## config.mk

```make
export PLATFORM = sky130hd
export DESIGN_NAME = msg_queue_ptr_count_regs
export DESIGN_NICKNAME = d
export VERILOG_FILES = /design/src/include/msg_queue_pkg.sv /design/src/hw/msg_queue_ptr_count_regs.sv
export VERILOG_INCLUDE_DIRS = /design/src /design/src/include
export SDC_FILE = /design/constraint.sdc
export NUM_CORES = 1
export LEC_CHECK = 0
export BUFFER_PORTS_ARGS = -buffer_cell sky130_fd_sc_hd__buf_4
export CAP_MARGIN = 20
export CELL_PAD_IN_SITES_DETAIL_PLACEMENT = 0
export CELL_PAD_IN_SITES_GLOBAL_PLACEMENT = 2
export CORE_ASPECT_RATIO = 1.5
export CORE_MARGIN = 1
export CORE_UTILIZATION = 43
export DETAILED_ROUTE_END_ITERATION = 7
export MAX_ROUTING_LAYER = met4
export PLACE_DENSITY = 0.83
export SYNTH_ARGS = -nofsm -noshare
export SYNTH_HDL_FRONTEND = slang
export SYNTH_SLANG_ARGS = --single-unit
```

## constraint.sdc

```tcl
create_clock -name clk -period 9.6 [get_ports clk]
set_clock_uncertainty 0.05 [all_clocks]
set_input_delay 0 -clock clk [delete_from_list [all_inputs] [get_ports clk]]
set_output_delay 0 -clock clk [all_outputs]
set_load 0.01 [all_outputs]
```

## src/include/msg_queue_cfg.svh

```systemverilog
`ifndef MSG_QUEUE_CFG_SVH
`define MSG_QUEUE_CFG_SVH

// register offsets on the local processor register port
`define OFS_IB_FREE_HEAD   12'h120
`define OFS_IB_POST_TAIL   12'h124
`define OFS_OB_POST_HEAD   12'h128
`define OFS_OB_FREE_TAIL   12'h12c
`define OFS_IB_FREE_COUNT  12'h130
`define OFS_OB_POST_COUNT  12'h134
`define OFS_IB_POST_COUNT  12'h138

// field layout
`define ADDR_W             12
`define PTR_LO             2
`define PTR_HI             27
`define PTR_W              26
`define CNT_W              16
`define LOAD_BIT           31

// reset values
`define CNT_RESET          16'h0000
`define RDATA_RESET        32'h0000_0000

`endif

```

## src/include/msg_queue_pkg.sv

```systemverilog
package msg_queue_pkg;

`include "msg_queue_cfg.svh"

    // one-cycle pulses from the pci target when a queue port access completes
    typedef struct packed {
        logic rd_40;
        logic wr_40;
        logic rd_44;
    } queue_evt_s;

    typedef logic [`PTR_W-1:0] ptr_t;
    typedef logic [`CNT_W-1:0] cnt_t;

    // whole state of the block
    typedef struct packed {
        ptr_t [3:0]  ptr;
        cnt_t [2:0]  cnt;
        logic [31:0] rdata;
        logic        rvalid;
        logic        pci_irq_n;
        logic        irq_req;
        logic        fiq_req;
    } regs_s;

endpackage

```

## src/hw/msg_queue_ptr_count_regs.sv

```systemverilog
`timescale 1ns/1ps
`include "msg_queue_cfg.svh"

// Behaviour
// - outbound post head pointer holds, in 27:2, address the next 44h read returns.
// - outbound free tail pointer holds, in 27:2, address the next 44h write uses.
// - inbound free / outbound post count write: bit31 low increments, high loads.
// - inbound post count write: bit31 low decrements, high loads.
// - each pci read of port 40h decrements the inbound free count.
// - each pci read of port 44h decrements the outbound post count.
// - each pci write of port 40h increments the inbound post count.
// - non-zero outbound post count drives pci interrupt low unless masked.
// - non-zero inbound post count requests local interrupts unless enables mask it.
// - counts are 16 bits in 15:0, reset to zero, 31:16 read zero.
// - inbound free head pointer holds address the next 40h read returns.
// - inbound post tail pointer holds address the next 40h write uses.
module msg_queue_ptr_count_regs
    import msg_queue_pkg::*;
(
    input  wire logic              clk,
    input  wire logic              srst,
    input  wire logic              ce,
    input  wire logic              reg_wr,
    input  wire logic              reg_rd,
    input  wire logic [`ADDR_W-1:0] reg_addr,
    input  wire logic [31:0]       reg_wdata,
    output logic      [31:0]       reg_rdata,
    output logic                   reg_rvalid,
    input  wire queue_evt_s        queue_evt,
    input  wire logic              outbound_irq_mask,
    input  wire logic              normal_irq_enable_mask,
    input  wire logic              fast_irq_enable_mask,
    output logic                   pci_irq_n,
    output logic                   irq_req,
    output logic                   fiq_req
);

    ////////////////////////////////////////////////////////////////////////////
    // offsets and per-counter behaviour

    localparam logic [3:0][`ADDR_W-1:0] PTR_OFS = {`OFS_OB_FREE_TAIL, `OFS_OB_POST_HEAD,
                                                   `OFS_IB_POST_TAIL, `OFS_IB_FREE_HEAD};
    localparam logic [2:0][`ADDR_W-1:0] CNT_OFS = {`OFS_IB_POST_COUNT, `OFS_OB_POST_COUNT,
                                                   `OFS_IB_FREE_COUNT};
    // processor step direction: 1 counts up
    localparam logic [2:0]              CPU_UP  = 3'b011;

    regs_s s;
    regs_s next_s;

    logic [2:0] pci_up;
    logic [2:0] pci_dn;

    ////////////////////////////////////////////////////////////////////////////
    // next state

    always_comb
    begin
        logic [`CNT_W-1:0] v;
        logic              hit;
        v      = '0;
        hit    = 1'b0;
        next_s = s;
        next_s.rvalid = 1'b0;
        pci_up = {queue_evt.wr_40, 1'b0, 1'b0};
        pci_dn = {1'b0, queue_evt.rd_44, queue_evt.rd_40};

        // pointer writes keep only the address field
        for (int i = 0; i < 4; i++)
        begin
            if (reg_wr && reg_addr == PTR_OFS[i])
            begin
                next_s.ptr[i] = reg_wdata[`PTR_HI:`PTR_LO];
            end
        end

        // counters: load or step from the processor, then the pci step
        for (int i = 0; i < 3; i++)
        begin
            hit = reg_wr && reg_addr == CNT_OFS[i];
            v   = (hit && reg_wdata[`LOAD_BIT]) ? reg_wdata[`CNT_W-1:0] : s.cnt[i];
            if (hit && !reg_wdata[`LOAD_BIT])
            begin
                v = CPU_UP[i] ? v + 16'h0001 : v - 16'h0001;
            end
            if (pci_up[i])
            begin
                v = v + 16'h0001;
            end
            if (pci_dn[i])
            begin
                v = v - 16'h0001;
            end
            next_s.cnt[i] = v;
        end

        // read mux, returns the value before any same-cycle write
        if (reg_rd)
        begin
            next_s.rvalid = 1'b1;
            next_s.rdata  = `RDATA_RESET;
            for (int i = 0; i < 4; i++)
            begin
                if (reg_addr == PTR_OFS[i])
                begin
                    next_s.rdata[`PTR_HI:`PTR_LO] = s.ptr[i];
                end
            end
            for (int i = 0; i < 3; i++)
            begin
                if (reg_addr == CNT_OFS[i])
                begin
                    next_s.rdata[`CNT_W-1:0] = s.cnt[i];
                end
            end
        end

        // interrupt levels follow the counts
        next_s.pci_irq_n = !((next_s.cnt[1] != '0) && !outbound_irq_mask);
        next_s.irq_req   = (next_s.cnt[2] != '0) && normal_irq_enable_mask;
        next_s.fiq_req   = (next_s.cnt[2] != '0) && fast_irq_enable_mask;

        // pointers keep their contents across reset
        if (srst)
        begin
            next_s.cnt       = {3{`CNT_RESET}};
            next_s.rdata     = `RDATA_RESET;
            next_s.rvalid    = 1'b0;
            next_s.pci_irq_n = 1'b1;
            next_s.irq_req   = 1'b0;
            next_s.fiq_req   = 1'b0;
        end
    end

    always_ff @(posedge clk)
    begin
        if (srst || ce)
        begin
            s <= next_s;
        end
    end

    assign reg_rdata  = s.rdata;
    assign reg_rvalid = s.rvalid;
    assign pci_irq_n  = s.pci_irq_n;
    assign irq_req    = s.irq_req;
    assign fiq_req    = s.fiq_req;

    ////////////////////////////////////////////////////////////////////////////
    // checks

    a_free_inc_write: assert property (@(posedge clk) disable iff (srst)
        (ce && reg_wr && reg_addr == `OFS_IB_FREE_COUNT && !reg_wdata[31] && !queue_evt.rd_40)
        |=> s.cnt[0] == $past(s.cnt[0]) + 16'h0001)
        else $error("inbound free count did not increment");

    a_count_load: assert property (@(posedge clk) disable iff (srst)
        (ce && reg_wr && reg_addr == `OFS_OB_POST_COUNT && reg_wdata[31] && !queue_evt.rd_44)
        |=> s.cnt[1] == $past(reg_wdata[15:0]))
        else $error("outbound post count load wrong");

    a_post_dec_write: assert property (@(posedge clk) disable iff (srst)
        (ce && reg_wr && reg_addr == `OFS_IB_POST_COUNT && !reg_wdata[31] && !queue_evt.wr_40)
        |=> s.cnt[2] == $past(s.cnt[2]) - 16'h0001)
        else $error("inbound post count did not decrement");

    a_pci_free_dec: assert property (@(posedge clk) disable iff (srst)
        (ce && queue_evt.rd_40 && !(reg_wr && reg_addr == `OFS_IB_FREE_COUNT))
        |=> s.cnt[0] == $past(s.cnt[0]) - 16'h0001)
        else $error("pci read 40h did not decrement free count");

    a_pci_post_dec: assert property (@(posedge clk) disable iff (srst)
        (ce && queue_evt.rd_44 && !(reg_wr && reg_addr == `OFS_OB_POST_COUNT))
        |=> s.cnt[1] == $past(s.cnt[1]) - 16'h0001)
        else $error("pci read 44h did not decrement outbound count");

    a_pci_post_inc: assert property (@(posedge clk) disable iff (srst)
        (ce && queue_evt.wr_40 && !(reg_wr && reg_addr == `OFS_IB_POST_COUNT))
        |=> s.cnt[2] == $past(s.cnt[2]) + 16'h0001)
        else $error("pci write 40h did not increment post count");

    a_net_step: assert property (@(posedge clk) disable iff (srst)
        (ce && queue_evt.rd_40 && reg_wr && reg_addr == `OFS_IB_FREE_COUNT && !reg_wdata[31])
        |=> s.cnt[0] == $past(s.cnt[0]))
        else $error("net step on free count wrong");

    a_pci_irq_level: assert property (@(posedge clk) disable iff (srst)
        $past(ce) && !$past(srst) |-> pci_irq_n == !(s.cnt[1] != '0 && !$past(outbound_irq_mask)))
        else $error("pci interrupt level mismatch");

    a_local_irq_level: assert property (@(posedge clk) disable iff (srst)
        $past(ce) && !$past(srst) |-> irq_req == (s.cnt[2] != '0 && $past(normal_irq_enable_mask))
        && fiq_req == (s.cnt[2] != '0 && $past(fast_irq_enable_mask)))
        else $error("local interrupt request mismatch");

    a_ptr_read_zero: assert property (@(posedge clk) disable iff (srst)
        (ce && reg_rd && reg_addr >= `OFS_IB_FREE_HEAD && reg_addr <= `OFS_OB_FREE_TAIL)
        |=> reg_rvalid && reg_rdata[1:0] == 2'h0 && reg_rdata[31:28] == 4'h0)
        else $error("pointer reserved bits not zero");

    a_cnt_read_high: assert property (@(posedge clk) disable iff (srst)
        (ce && reg_rd && reg_addr == `OFS_IB_POST_COUNT)
        |=> reg_rdata == {16'h0000, $past(s.cnt[2])})
        else $error("count read value wrong");

    a_free_load: assert property (@(posedge clk) disable iff (srst)
        (ce && reg_wr && reg_addr == `OFS_IB_FREE_COUNT && reg_wdata[31] && !queue_evt.rd_40)
        |=> s.cnt[0] == $past(reg_wdata[15:0]))
        else $error("inbound free count load wrong");

    a_post_load: assert property (@(posedge clk) disable iff (srst)
        (ce && reg_wr && reg_addr == `OFS_IB_POST_COUNT && reg_wdata[31] && !queue_evt.wr_40)
        |=> s.cnt[2] == $past(reg_wdata[15:0]))
        else $error("inbound post count load wrong");

    a_ob_inc_write: assert property (@(posedge clk) disable iff (srst)
        (ce && reg_wr && reg_addr == `OFS_OB_POST_COUNT && !reg_wdata[31] && !queue_evt.rd_44)
        |=> s.cnt[1] == $past(s.cnt[1]) + 16'h0001)
        else $error("outbound post count did not increment");

    a_reset_values: assert property (@(posedge clk)
        srst |=> s.cnt == '0 && reg_rdata == 32'h0000_0000 && !reg_rvalid
        && pci_irq_n && !irq_req && !fiq_req)
        else $error("reset values wrong");

endmodule // msg_queue_ptr_count_regs

```

* Yosys cells after proc, flatten, opt, wreduce, memory -nomap -nowiden *
Cells that the tools add are included.

word-level totals
  output and inout port bits = 36
  flip-flop bits (word level) = 184

cells by class
  reduce and logical (&&, ||, !) cells = 28
  mux-type cells = 17
  add/sub/neg operators = 6
  equality and inequality tests = 7

operator list
  operator                                            number
  2-to-1 mux 16 bit                                   12
  2-to-1 mux 26 bit                                   4
  == test 12 x 9 -> 1 bit, second input constant      7
  adder 16 x 1 -> 16 bit, second input constant       3
  subtractor 16 x 1 -> 16 bit, second input constant  3
  nonzero test 16 bit                                 2
  2-to-1 mux 29 bit                                   1
  logical AND 1 bit                                   16
  AND reduction 2 bit                                 5
  zero test 1 bit                                     3
  nonzero test 2 bit                                  1
  logical OR 1 bit                                    1

* Depth between registers and ports, before layout *
Gate-level depths: netlist of run 1.

  depth after elaboration = 11
  mapped depth = 19
  mapped depth without buffers = 17

* Worst setup path before layout of run 1 *
Ideal clock, no wire load.

  path kind = input to register
  start = input reg_wr
  end = register s, in the netlist fiq_req, data pin
  path buffers = 4
  arrival time = 4.170 ns
  stages = 18
  setup slack = 5.111 ns
  required time = 9.281 ns
  setup time = 0.269 ns
  path through = buf_2 > and3_1 > clkbuf_1 > nand4_2 > buf_2 > buf_1 > mux2i_1 > ha_1 > inv_1 > or4b_1 > or4_1 > or4_1 > a21oi_1 > xnor2_1 > nand4b_1 > xor2_1 > nor4b_2 > nor3b_1

between the ends
  longest elaborated chain between the ends = 9
  elaborated cells on any way between the ends = 10

RTL lines
  item                         RTL line                         source
  from (decl)                  msg_queue_ptr_count_regs.sv:23   input wire logic reg_wr,
  logical AND 1 bit (*)        msg_queue_ptr_count_regs.sv:80   hit = reg_wr && reg_addr == CNT_OFS[i];
  logical AND 1 bit            msg_queue_ptr_count_regs.sv:81   v = (hit && reg_wdata[`LOAD_BIT]) ? reg_wdata[`CNT_W-1:0] : s.cnt[i];
  2-to-1 mux 16 bit            msg_queue_ptr_count_regs.sv:81
  subtractor 16 x 1 -> 16 bit  msg_queue_ptr_count_regs.sv:84   v = CPU_UP[i] ? v + 16'h0001 : v - 16'h0001;
  2-to-1 mux 16 bit (*)        msg_queue_ptr_count_regs.sv:82   if (hit && !reg_wdata[`LOAD_BIT])
  adder 16 x 1 -> 16 bit       msg_queue_ptr_count_regs.sv:88   v = v + 16'h0001;
  2-to-1 mux 16 bit (*)        msg_queue_ptr_count_regs.sv:86   if (pci_up[i])
  nonzero test 16 bit (*)      msg_queue_ptr_count_regs.sv:121  next_s.fiq_req = (next_s.cnt[2] != '0) && fast_irq_enable_mask;
  logical AND 1 bit (*)        msg_queue_ptr_count_regs.sv:121
  to (signal assigned)         msg_queue_ptr_count_regs.sv:139  s <= next_s;
  to (decl)                    msg_queue_ptr_count_regs.sv:48   regs_s s;

Every way passes the cells marked *; elsewhere a longest branch is shown, timed or not.
A chain may end at the register's enable or synchronous reset.

* Worst setup path after layout of run 1 *
  start = input reg_addr[9]
  end = register s, in the netlist irq_req, data pin

between the ends
  longest elaborated chain between the ends = 10
  elaborated cells on any way between the ends = 11

RTL lines
  item                         RTL line                         source
  from (decl)                  msg_queue_ptr_count_regs.sv:25   input wire logic [`ADDR_W-1:0] reg_addr,
  == test 12 x 9 -> 1 bit (*)  msg_queue_ptr_count_regs.sv:80
  logical AND 1 bit (*)        msg_queue_ptr_count_regs.sv:80
  logical AND 1 bit            msg_queue_ptr_count_regs.sv:81
  2-to-1 mux 16 bit            msg_queue_ptr_count_regs.sv:81
  subtractor 16 x 1 -> 16 bit  msg_queue_ptr_count_regs.sv:84
  2-to-1 mux 16 bit (*)        msg_queue_ptr_count_regs.sv:82
  adder 16 x 1 -> 16 bit       msg_queue_ptr_count_regs.sv:88
  2-to-1 mux 16 bit (*)        msg_queue_ptr_count_regs.sv:86
  nonzero test 16 bit (*)      msg_queue_ptr_count_regs.sv:120  next_s.irq_req = (next_s.cnt[2] != '0) && normal_irq_enable_mask;
  logical AND 1 bit (*)        msg_queue_ptr_count_regs.sv:120

Marked as above.

==> flow_metrics.tcl, run 1 <==
set metrics [dict create \
    status "finished clean" \
    leakagePower_nw 4.59 \
    yosysTopAreaCell "edfxtp_1" \
    rsz0062_at_grt "false" \
    routed_wl_um 31200 \
    worstPathArrival_ns 4.62 \
    cts_resized 0 \
    start_util_pct 43.7 \
    place_hpwl_um 22200 \
    critPathLaunchType "primary input" \
    synth_top_area_share_pct 50.5 \
    grt.overflow.total 0 \
    dieArea_um2 26100 \
    placedCellCount 1357 \
    critPathCaptureType "flip-flop" \
    clk_path_buf_depth 2 \
    postSynthCellCount 1011 \
    rows 71 \
    max-slew-margin-rel_pct 40.9 \
    cts_buffers 17 \
    vias 8345 \
    clock_latency_ns 0.44 \
    grt_pass1_vias 8256 \
    syn_area_um2 10900 \
    drtIter0Drc 806 \
    fin_crit_sh_pct 46.9 \
    cap_violations 0 \
    yosys.cell_count.top_type "edfxtp_1" \
    max_freq_mhz 222 \
    netlist_top_cells_count "edfxtp_1 (184), nor2_1 (116), nand2_1 (76), a21oi_1 (54), mux2i_1 (50)" \
    die-width_um 132 \
    h-tree-depth 4 \
    timing.final.max_slew_violations 0 \
    io_buffers 83 \
    syn_to_final_growth_pct 15.1 \
    ant_nets 0 \
    post_dp_cell_area_um2 11700 \
    tns_ns 0 \
    grt_pass1_wl_um 48000 \
    drc 0 \
    setup_violations 0 \
    yosysSeqAreaShare_pct 50.5 \
    ios 91 \
    peakVddDrop_v 0.000132 \
    grt_max_degree 54 \
    drt_pre_antenna_iters 7 \
    clk_pin_slew_worst_paths_ns 0.07 \
    tritoncts "built" \
    synth_warnings 0 \
    power.density_nw_per_um2 152 \
    core_area_um2 25100 \
    drive_gt1_share_pct 17.1 \
    clock-sinks 184 \
    cts_hold_buf 32 \
    insertedDiodeCount 0 \
    postCtsSetupRepairBufs 0 \
    ys.flop_type "edfxtp_1" \
    synth_enable_flop_cells 184 \
    yosys-top-cells-area "edfxtp_1 (50%), mux2i_1 (4.6%), nor2_1 (4.0%)" \
    drt-wirelength-per-cell_um 21.9 \
    layoutNonFillerInstCount 1421 \
    vias_per_cell 5.87 \
    antenna_found_initial 0 \
    path_class "in -> reg" \
    cp_max_fo 34 \
    root_buffer "clkbuf_16" \
    synth.distinct_cells 84 \
    fin_crit_ns 4.50 \
    hold_viol 0 \
    async_flop_share_pct 0 \
    grt_util_all_layers_pct 25.4 \
    avgSynthCellArea_um2 10.8 \
    hold_class "in -> reg" \
    tightest_slew_ns 0.879 \
    fillers 2353 \
    cp.required_ns 9.72 \
    design_area_um2 12600 \
    nets 1142 \
    ys_ff_latch 184 \
    gp_congestion 0.877 \
    die_y_um 197 \
]
-- worst paths after layout --
kind                    to        start  slack (ns)  cells after the start
min reg2reg  reg_rdata[16]       s[176]        0.55                      2
min                  s[69]         srst        0.07                      2
max                irq_req  reg_addr[9]        5.10                     17
max reg2reg        irq_req        s[69]        5.36                     12
-- report_power, final --
group | internal, W | switching [W] | leakage (nW) | total (W)
Combinational | 0.000108 | 0.000153 | 2.51 | 0.000261
Clock | 0.000387 | 0.000313 | 0.277 | 0.000700
Sequential | 0.000917 | 0.0000325 | 1.80 | 0.000950
-- state kept, by name, summed over array words and instances, names as in the netlist --
register / flops
s: 152
irq_req: 1
pci_irq_n: 1
reg_rvalid: 1
reg_rdata: 28
fiq_req: 1
-- cells in the final DEF, fill, tap and decap left out, types with 6 or more instances in the layout --
cell type,count
a31oi_1,7
or3_1,9
xnor2_1,47
nor4_2,6
nand2_1,76
nor3_1,22
inv_1,14
and2_1,9
nor4_1,11
edfxtp_1,184
nand4_1,23
nor2_1,115
mux2_2,14
nor3b_1,7
dlygate4sd3_1,32
buf_4,102
o31ai_1,6
and4_1,6
nand3_1,29
mux2i_1,50
ha_1,6
o21ai_0,26
and3_1,14
clkbuf_16,17
or4_1,11
a222oi_1,28
a221oi_1,13
a21oi_1,54
xor2_1,28
-- cell type report --
class,count,area [um^2],share of cell area (%)
clock buffer,19,433,3.44
clock inverter,12,140,1.11
inverter,14,52.6,0.417
multi-input combinational,729,4940,39.2
sequential,184,5530,43.9
tap,328,410,3.26
timing repair buffer,135,1090,8.68
-- cells by family after synthesis --
kind of cell	after synthesis	share of synthesized area [%]
AOI/OAI and AO/OA	186	12.0
other	1	0.0343
muxes	64	6.01
xor gates and xnor gates	76	6.15
and+or+nand+nor	393	19.9
DFF	184	50.5
buffers and inverters	101	4.78
adders and majority gates	6	0.686
-- stage by stage --
| step | setup slack, ns | hold slack [ns] | util (%) | total power, W |
|---|---|---|---|---|
| finish | 5.10 | 0.0729 | 50.3 | 0.00191 |
| global route | 4.71 | 0.0929 | 50.3 | 0.00198 |
| floorplan | 5.11 | 0.0489 | - | 0.00113 |
| detailed placement | 4.19 | 0.157 | 46.7 | 0.00122 |
| global placement | 4.26 | 0.156 | 46.7 | 0.00121 |
| CTS | 4.63 | 0.0858 | 50.3 | 0.00192 |
-- critical path, cell delays in order --
cell and delay (ns):
buf_4 0.12, nor4b_2 0.36, clkbuf_4 0.30, nand4_2 0.10, buf_4 0.29, mux2i_1 0.18, ha_1 0.31, a21oi_1 0.46
ha_1 0.31, nand2_1 0.07, a21oi_1 0.65, xnor2_1 0.19, nand4_1 0.10, a2111oi_0 0.45, nand4_1 0.28, nor4b_2 0.35
nor3b_1 0.09
-- metal layers --
metal / global-route usage, % / vias to the layer above / wire, um
li1: - / 3978 / -
met1: 27.9 / 4101 / 12200
met2: 46.4 / 218 / 16800
met3: 3.05 / 48 / 1040
met4: 10.7 / 0 / 1110
met5: - / - / 0
(Power assumes the default switching activity.)
==> run 2: changes to the inputs <==
CORE_UTILIZATION = 36   (was 43)
PLACE_DENSITY = 0.74   (was 0.83)
clock period = 4.03 ns   (was 9.6 ns; I/O delays follow)
==> run 2 against run 1 <==
  * Sequential cell count unchanged
  * Critical path depth decreased by 7
  * Critical path type is now reg -> reg
  * Sequential power increased by 140%
  * First-iteration DRC count decreased by 26%
  * Largest power group unchanged
  * Clock power increased to 2.6 times the previous value
  * Non-clock buffer count increased by 74
  * Combinational power increased to 2.7 times the previous value
  * Register-to-register slack got worse by 5.1 ns
  * Design area increased by 5.8%
==> flow_metrics.tcl, run 2 (synthesis results as in run 1) <==
set metrics [dict create \
    grt_pass1_wl_um 51700 \
    drt-wirelength-per-cell_um 21.7 \
    insertedDiodeCount 0 \
    cts_hold_buf 36 \
    syn_to_final_growth_pct 21.8 \
    max_freq_mhz 263 \
    ios 91 \
    largest_reg_flops 152 \
    grt_max_degree 53 \
    leakagePower_nw 5.00 \
    routed_wl_um 34000 \
    design_area_um2 13300 \
    fin_crit_ns 3.81 \
    clock_latency_ns 0.45 \
    grt.overflow.total 0 \
    max-slew-margin-rel_pct 41.5 \
    postCtsSetupRepairBufs 0 \
    critPathCaptureType "flip-flop" \
    gp_congestion 0.848 \
    hold_viol 0 \
    clk_path_buf_depth 2 \
    largest-register "s" \
    h-tree-depth 4 \
    tightest_slew_ns 0.872 \
    cts_buffers 17 \
    finalHoldWorstSlack_ns 0.220 \
    vias_per_cell 5.52 \
    layoutNonFillerInstCount 1563 \
    fillers 2851 \
    worstPathArrival_ns 3.94 \
    dieArea_um2 31100 \
    setup_violations 0 \
    post_dp_cell_area_um2 12300 \
    vias 8622 \
    antenna_found_initial 0 \
    most-common-layout-cells "edfxtp_1 (184), buf_4 (173), nor2_1 (115)" \
    grt_pass1_vias 8854 \
    cp_max_fo 6 \
    grt.busiest_layer "met2" \
    clock-sinks 184 \
    rows 77 \
    ant_nets 0 \
    final_common_cell "edfxtp_1" \
    die_y_um 216 \
    dp_slack_ns -0.0307 \
    start_util_pct 36.9 \
    rsz0062_at_grt "false" \
    drive_gt1_share_pct 22.4 \
    tns_ns 0 \
    tritoncts "built" \
    seq_area_um2 5530 \
    die-width_um 144 \
    timing.final.max_slew_violations 0 \
    peakVddDrop_v 0.000253 \
    place_hpwl_um 25400 \
    clk_pin_slew_worst_paths_ns 0.07 \
    grtUsageMet1_pct 25.3 \
    fin_crit_sh_pct 94.5 \
    use_met2_pct 42.6 \
    grt_util_all_layers_pct 23.4 \
    critPathLaunchType "flip-flop" \
    drc 0 \
    root_buffer "clkbuf_16" \
    hold_class "in -> reg" \
    drtIter0Drc 596 \
    cap_violations 0 \
    grt.met3_usage_pct 2.64 \
    core_area_um2 29700 \
    setup_ws_ns 0.222 \
    path_class "reg -> reg" \
    cts_resized 0 \
    placedCellCount 1495 \
    power.density_nw_per_um2 358 \
    multi_input_area_um2 4980 \
    cp.required_ns 4.17 \
    drt_pre_antenna_iters 5 \
    nets 1216 \
    status "finished clean" \
    io_buffers 83 \
]
==> run 2: cell count changes in the layout (fill, tap and decap cells not counted), moves of 2 or more <==
cell | previous run | this run
buf_4 | 102 | 173
bufinv_16 | 2 | 4
clkinvlp_4 | 2 | 0
dlygate4sd3_1 | 32 | 36
==> run 2: power by group <==
| group | leakage, nW | switching, W | internal [W] |
|---|---|---|---|
| combinational | 2.89 | 0.000403 | 0.000313 |
| sequential | 1.80 | 0.0000698 | 0.00218 |
| clock | 0.306 | 0.000760 | 0.00105 |
==> run 2: metrics by stage <==
step | util [%] | total power [W]
CTS | 44.9 | 0.00481
detailed placement | 41.6 | 0.00298
floorplan | - | 0.00270
finish | 44.9 | 0.00478
global placement | 41.6 | 0.00298
global route | 44.9 | 0.00495
==> run 2: worst max-delay path, stage by stage, from the launching register on <==
cell and delay (ns):
edfxtp_1 0.48, or3_1 0.53, or4_1 0.50, mux2i_1 0.31
and3_1 0.28, mux2i_1 0.12, a211o_1 0.29, a2111oi_0 0.36
nand4_1 0.23, nor4b_2 0.31, nor3b_1 0.09
==> run 2: area by class of cell <==
| type | count | area share [%] |
|---|---|---|
| flip-flops and latches | 184 | 41.4 |
| multi-input cells | 729 | 37.3 |
| repair buffers | 209 | 12.4 |
| well taps | 395 | 3.71 |
| clock buffers | 19 | 3.25 |
| clock inverters | 13 | 1.42 |
| inverters | 14 | 0.394 |
==> run 2: worst paths after layout <==
check | slack, ns | cells past startpoint | end | from
worst max register to register | 0.22 | 10 | irq_req | s[73]
worst max-delay path | 0.22 | 10 | irq_req | s[73]
worst min-delay path | 0.22 | 4 | reg_rdata[2] | ce
worst min register to register | 0.55 | 2 | reg_rdata[24] | s[184]
==> run 2: layer usage <==
metal,vias up,part of all wire [%]
met4,0,2.8
met3,36,3.3
met1,4258,39
li1,4133,-
met5,-,0
met2,195,55
==> run 3: changes to the inputs <==
CAP_MARGIN = not set   (was 20)
CORE_ASPECT_RATIO = 0.8   (was 1.5)
==> run 3 against run 2 <==
  * Cell count is 1.2% lower
  * Count of clock-buffer cells in the layout is 1 lower
  * Setup slack better by 0.049 ns
  * Global-route usage is 0.97 points lower
  * Sequential share of layout area is 0.55 points higher
  * Via count is 0.49% lower
  * First-iteration DRC count is 49% higher
  * Sequential cell count stayed put
  * Hold slack worse by 0.061 ns
  * Sequential power hardly changed
  * Die area hardly changed
  * Critical path type unchanged
  * Largest cell class unchanged
==> flow_metrics.tcl, run 3 (synthesis results as in run 1) <==
set metrics [dict create \
    status "finished clean" \
    timing.final.max_slew_violations 0 \
    cp.required_ns 4.15 \
    largest-register "s" \
    max-slew-margin-rel_pct 43.4 \
    path_class "reg -> reg" \
    syn_to_final_growth_pct 20.2 \
    ff2ff_setup_slack_ns 0.27 \
    start_util_pct 36.9 \
    cap_violations 0 \
    grt_max_degree 53 \
    worstPathArrival_ns 3.88 \
    fin_crit_sh_pct 93.3 \
    hold_class "in -> reg" \
    crit_start "s[72]" \
    cp-endpoint "irq_req" \
    grt_pass1_wl_um 50500 \
    tightest_slew_ns 0.847 \
    drc 0 \
    routed_wl_um 32800 \
    cts_resized 0 \
    finalPower_w 0.00484 \
    fin_crit_ns 3.76 \
    insertedDiodeCount 0 \
    drtIter0Drc 887 \
    grt_pass1_vias 8191 \
    cts_hold_buf 32 \
    setup_violations 0 \
    die_y_um 158 \
    nets 1187 \
    rows 56 \
    r2r-end "irq_req" \
    grt.overflow.total 0 \
    ant_nets 0 \
    clk_path_buf_depth 2 \
    peakVddDrop_v 0.000290 \
    max_freq_mhz 266 \
    drt-wirelength-per-cell_um 21.2 \
    postCtsSetupRepairBufs 0 \
    drive_gt1_share_pct 21.0 \
    place_hpwl_um 23500 \
    dieArea_um2 31100 \
    core_area_um2 29600 \
    leakagePower_nw 4.88 \
    min_path_cells 3 \
    timing.rr.start "s[72]" \
    clk_pin_slew_worst_paths_ns 0.08 \
    critPathLaunchType "flip-flop" \
    cts_buffers 17 \
    grt_util_all_layers_pct 22.4 \
    vias 8580 \
    vias_per_cell 5.55 \
    h-tree-depth 4 \
    ios 91 \
    rr_worst_depth 10 \
    io_buffers 83 \
    die-width_um 197 \
    final_common_cell "edfxtp_1" \
    root_buffer "clkbuf_16" \
    gp_congestion 0.885 \
    largest_reg_flops 152 \
    drt_pre_antenna_iters 6 \
    cp_max_fo 6 \
    rsz0062_at_grt "false" \
    critPathCaptureType "flip-flop" \
    tritoncts "built" \
    clock-sinks 184 \
    power.density_nw_per_um2 368 \
    utilization_pct 44.4 \
    most-common-layout-cells "edfxtp_1 (184), buf_4 (148), nor2_1 (115)" \
    hold_viol 0 \
    antenna_found_initial 0 \
    clock_latency_ns 0.44 \
]
-- run 3: layout make-up --
| class | count | area, um^2 |
|---|---|---|
| Timing Repair Buffer | 180 | 1430 |
| Sequential cell | 184 | 5530 |
| Clock buffer | 18 | 429 |
| Multi-Input combinational cell | 729 | 4980 |
| Fill cell | 2803 | 16500 |
| Inverter | 14 | 52.6 |
| Tap cell | 406 | 508 |
| Clock inverter | 14 | 233 |
-- run 3: critical path, cell delays in order (launching register included) --
cell and delay [ns]:
edfxtp_1 0.49, or3_1 0.49, or4_1 0.50, or2_2 0.34, a21oi_1 0.26, xnor2_1 0.32, and4b_1 0.33, mux2i_1 0.22
a32oi_1 0.08, nor4b_2 0.32, nor3b_1 0.09
-- run 3: metal layers --
| metal | vias up | part of all wire (%) | global-route usage [%] |
|---|---|---|---|
| met5 | - | 0 | - |
| met4 | 0 | 0.93 | 4.61 |
| met3 | 24 | 5.1 | 3.11 |
| met2 | 261 | 43 | 32.3 |
| met1 | 4222 | 51 | 33.2 |
| li1 | 4073 | - | - |
-- run 3: stage by stage --
stage | worst slack [ns] | hold WS [ns] | setup TNS (ns) | cell area (um^2) | instances
after floorplan | -0.0626 | 0.0489 | -0.145 | 11000 | 1014
after global placement | 0.0578 | 0.152 | 0 | 12200 | 1481
after detailed placement | 0.00233 | 0.154 | 0 | 12200 | 1481
after CTS | 0.291 | 0.138 | 0 | 13200 | 1545
after global routing | 0.0949 | 0.143 | 0 | 13200 | 1545
final | 0.271 | 0.159 | 0 | 13200 | 1545
-- run 3: power by group --
part           internal, W  switching (W)
combinational     0.000292       0.000393
clock              0.00107       0.000829
sequential         0.00218      0.0000708
total              0.00355        0.00129
-- run 3: worst min path at each step --
stage	startpoint	endpoint	slack, ns
detailed placement	reg_wdata[26]	s[186]	0.15
finish	srst	s[74]	0.16
global placement	reg_wdata[26]	s[186]	0.15
global route	srst	s[74]	0.14
floorplan	reg_wdata[18]	s[100]	0.05
CTS	srst	s[74]	0.14
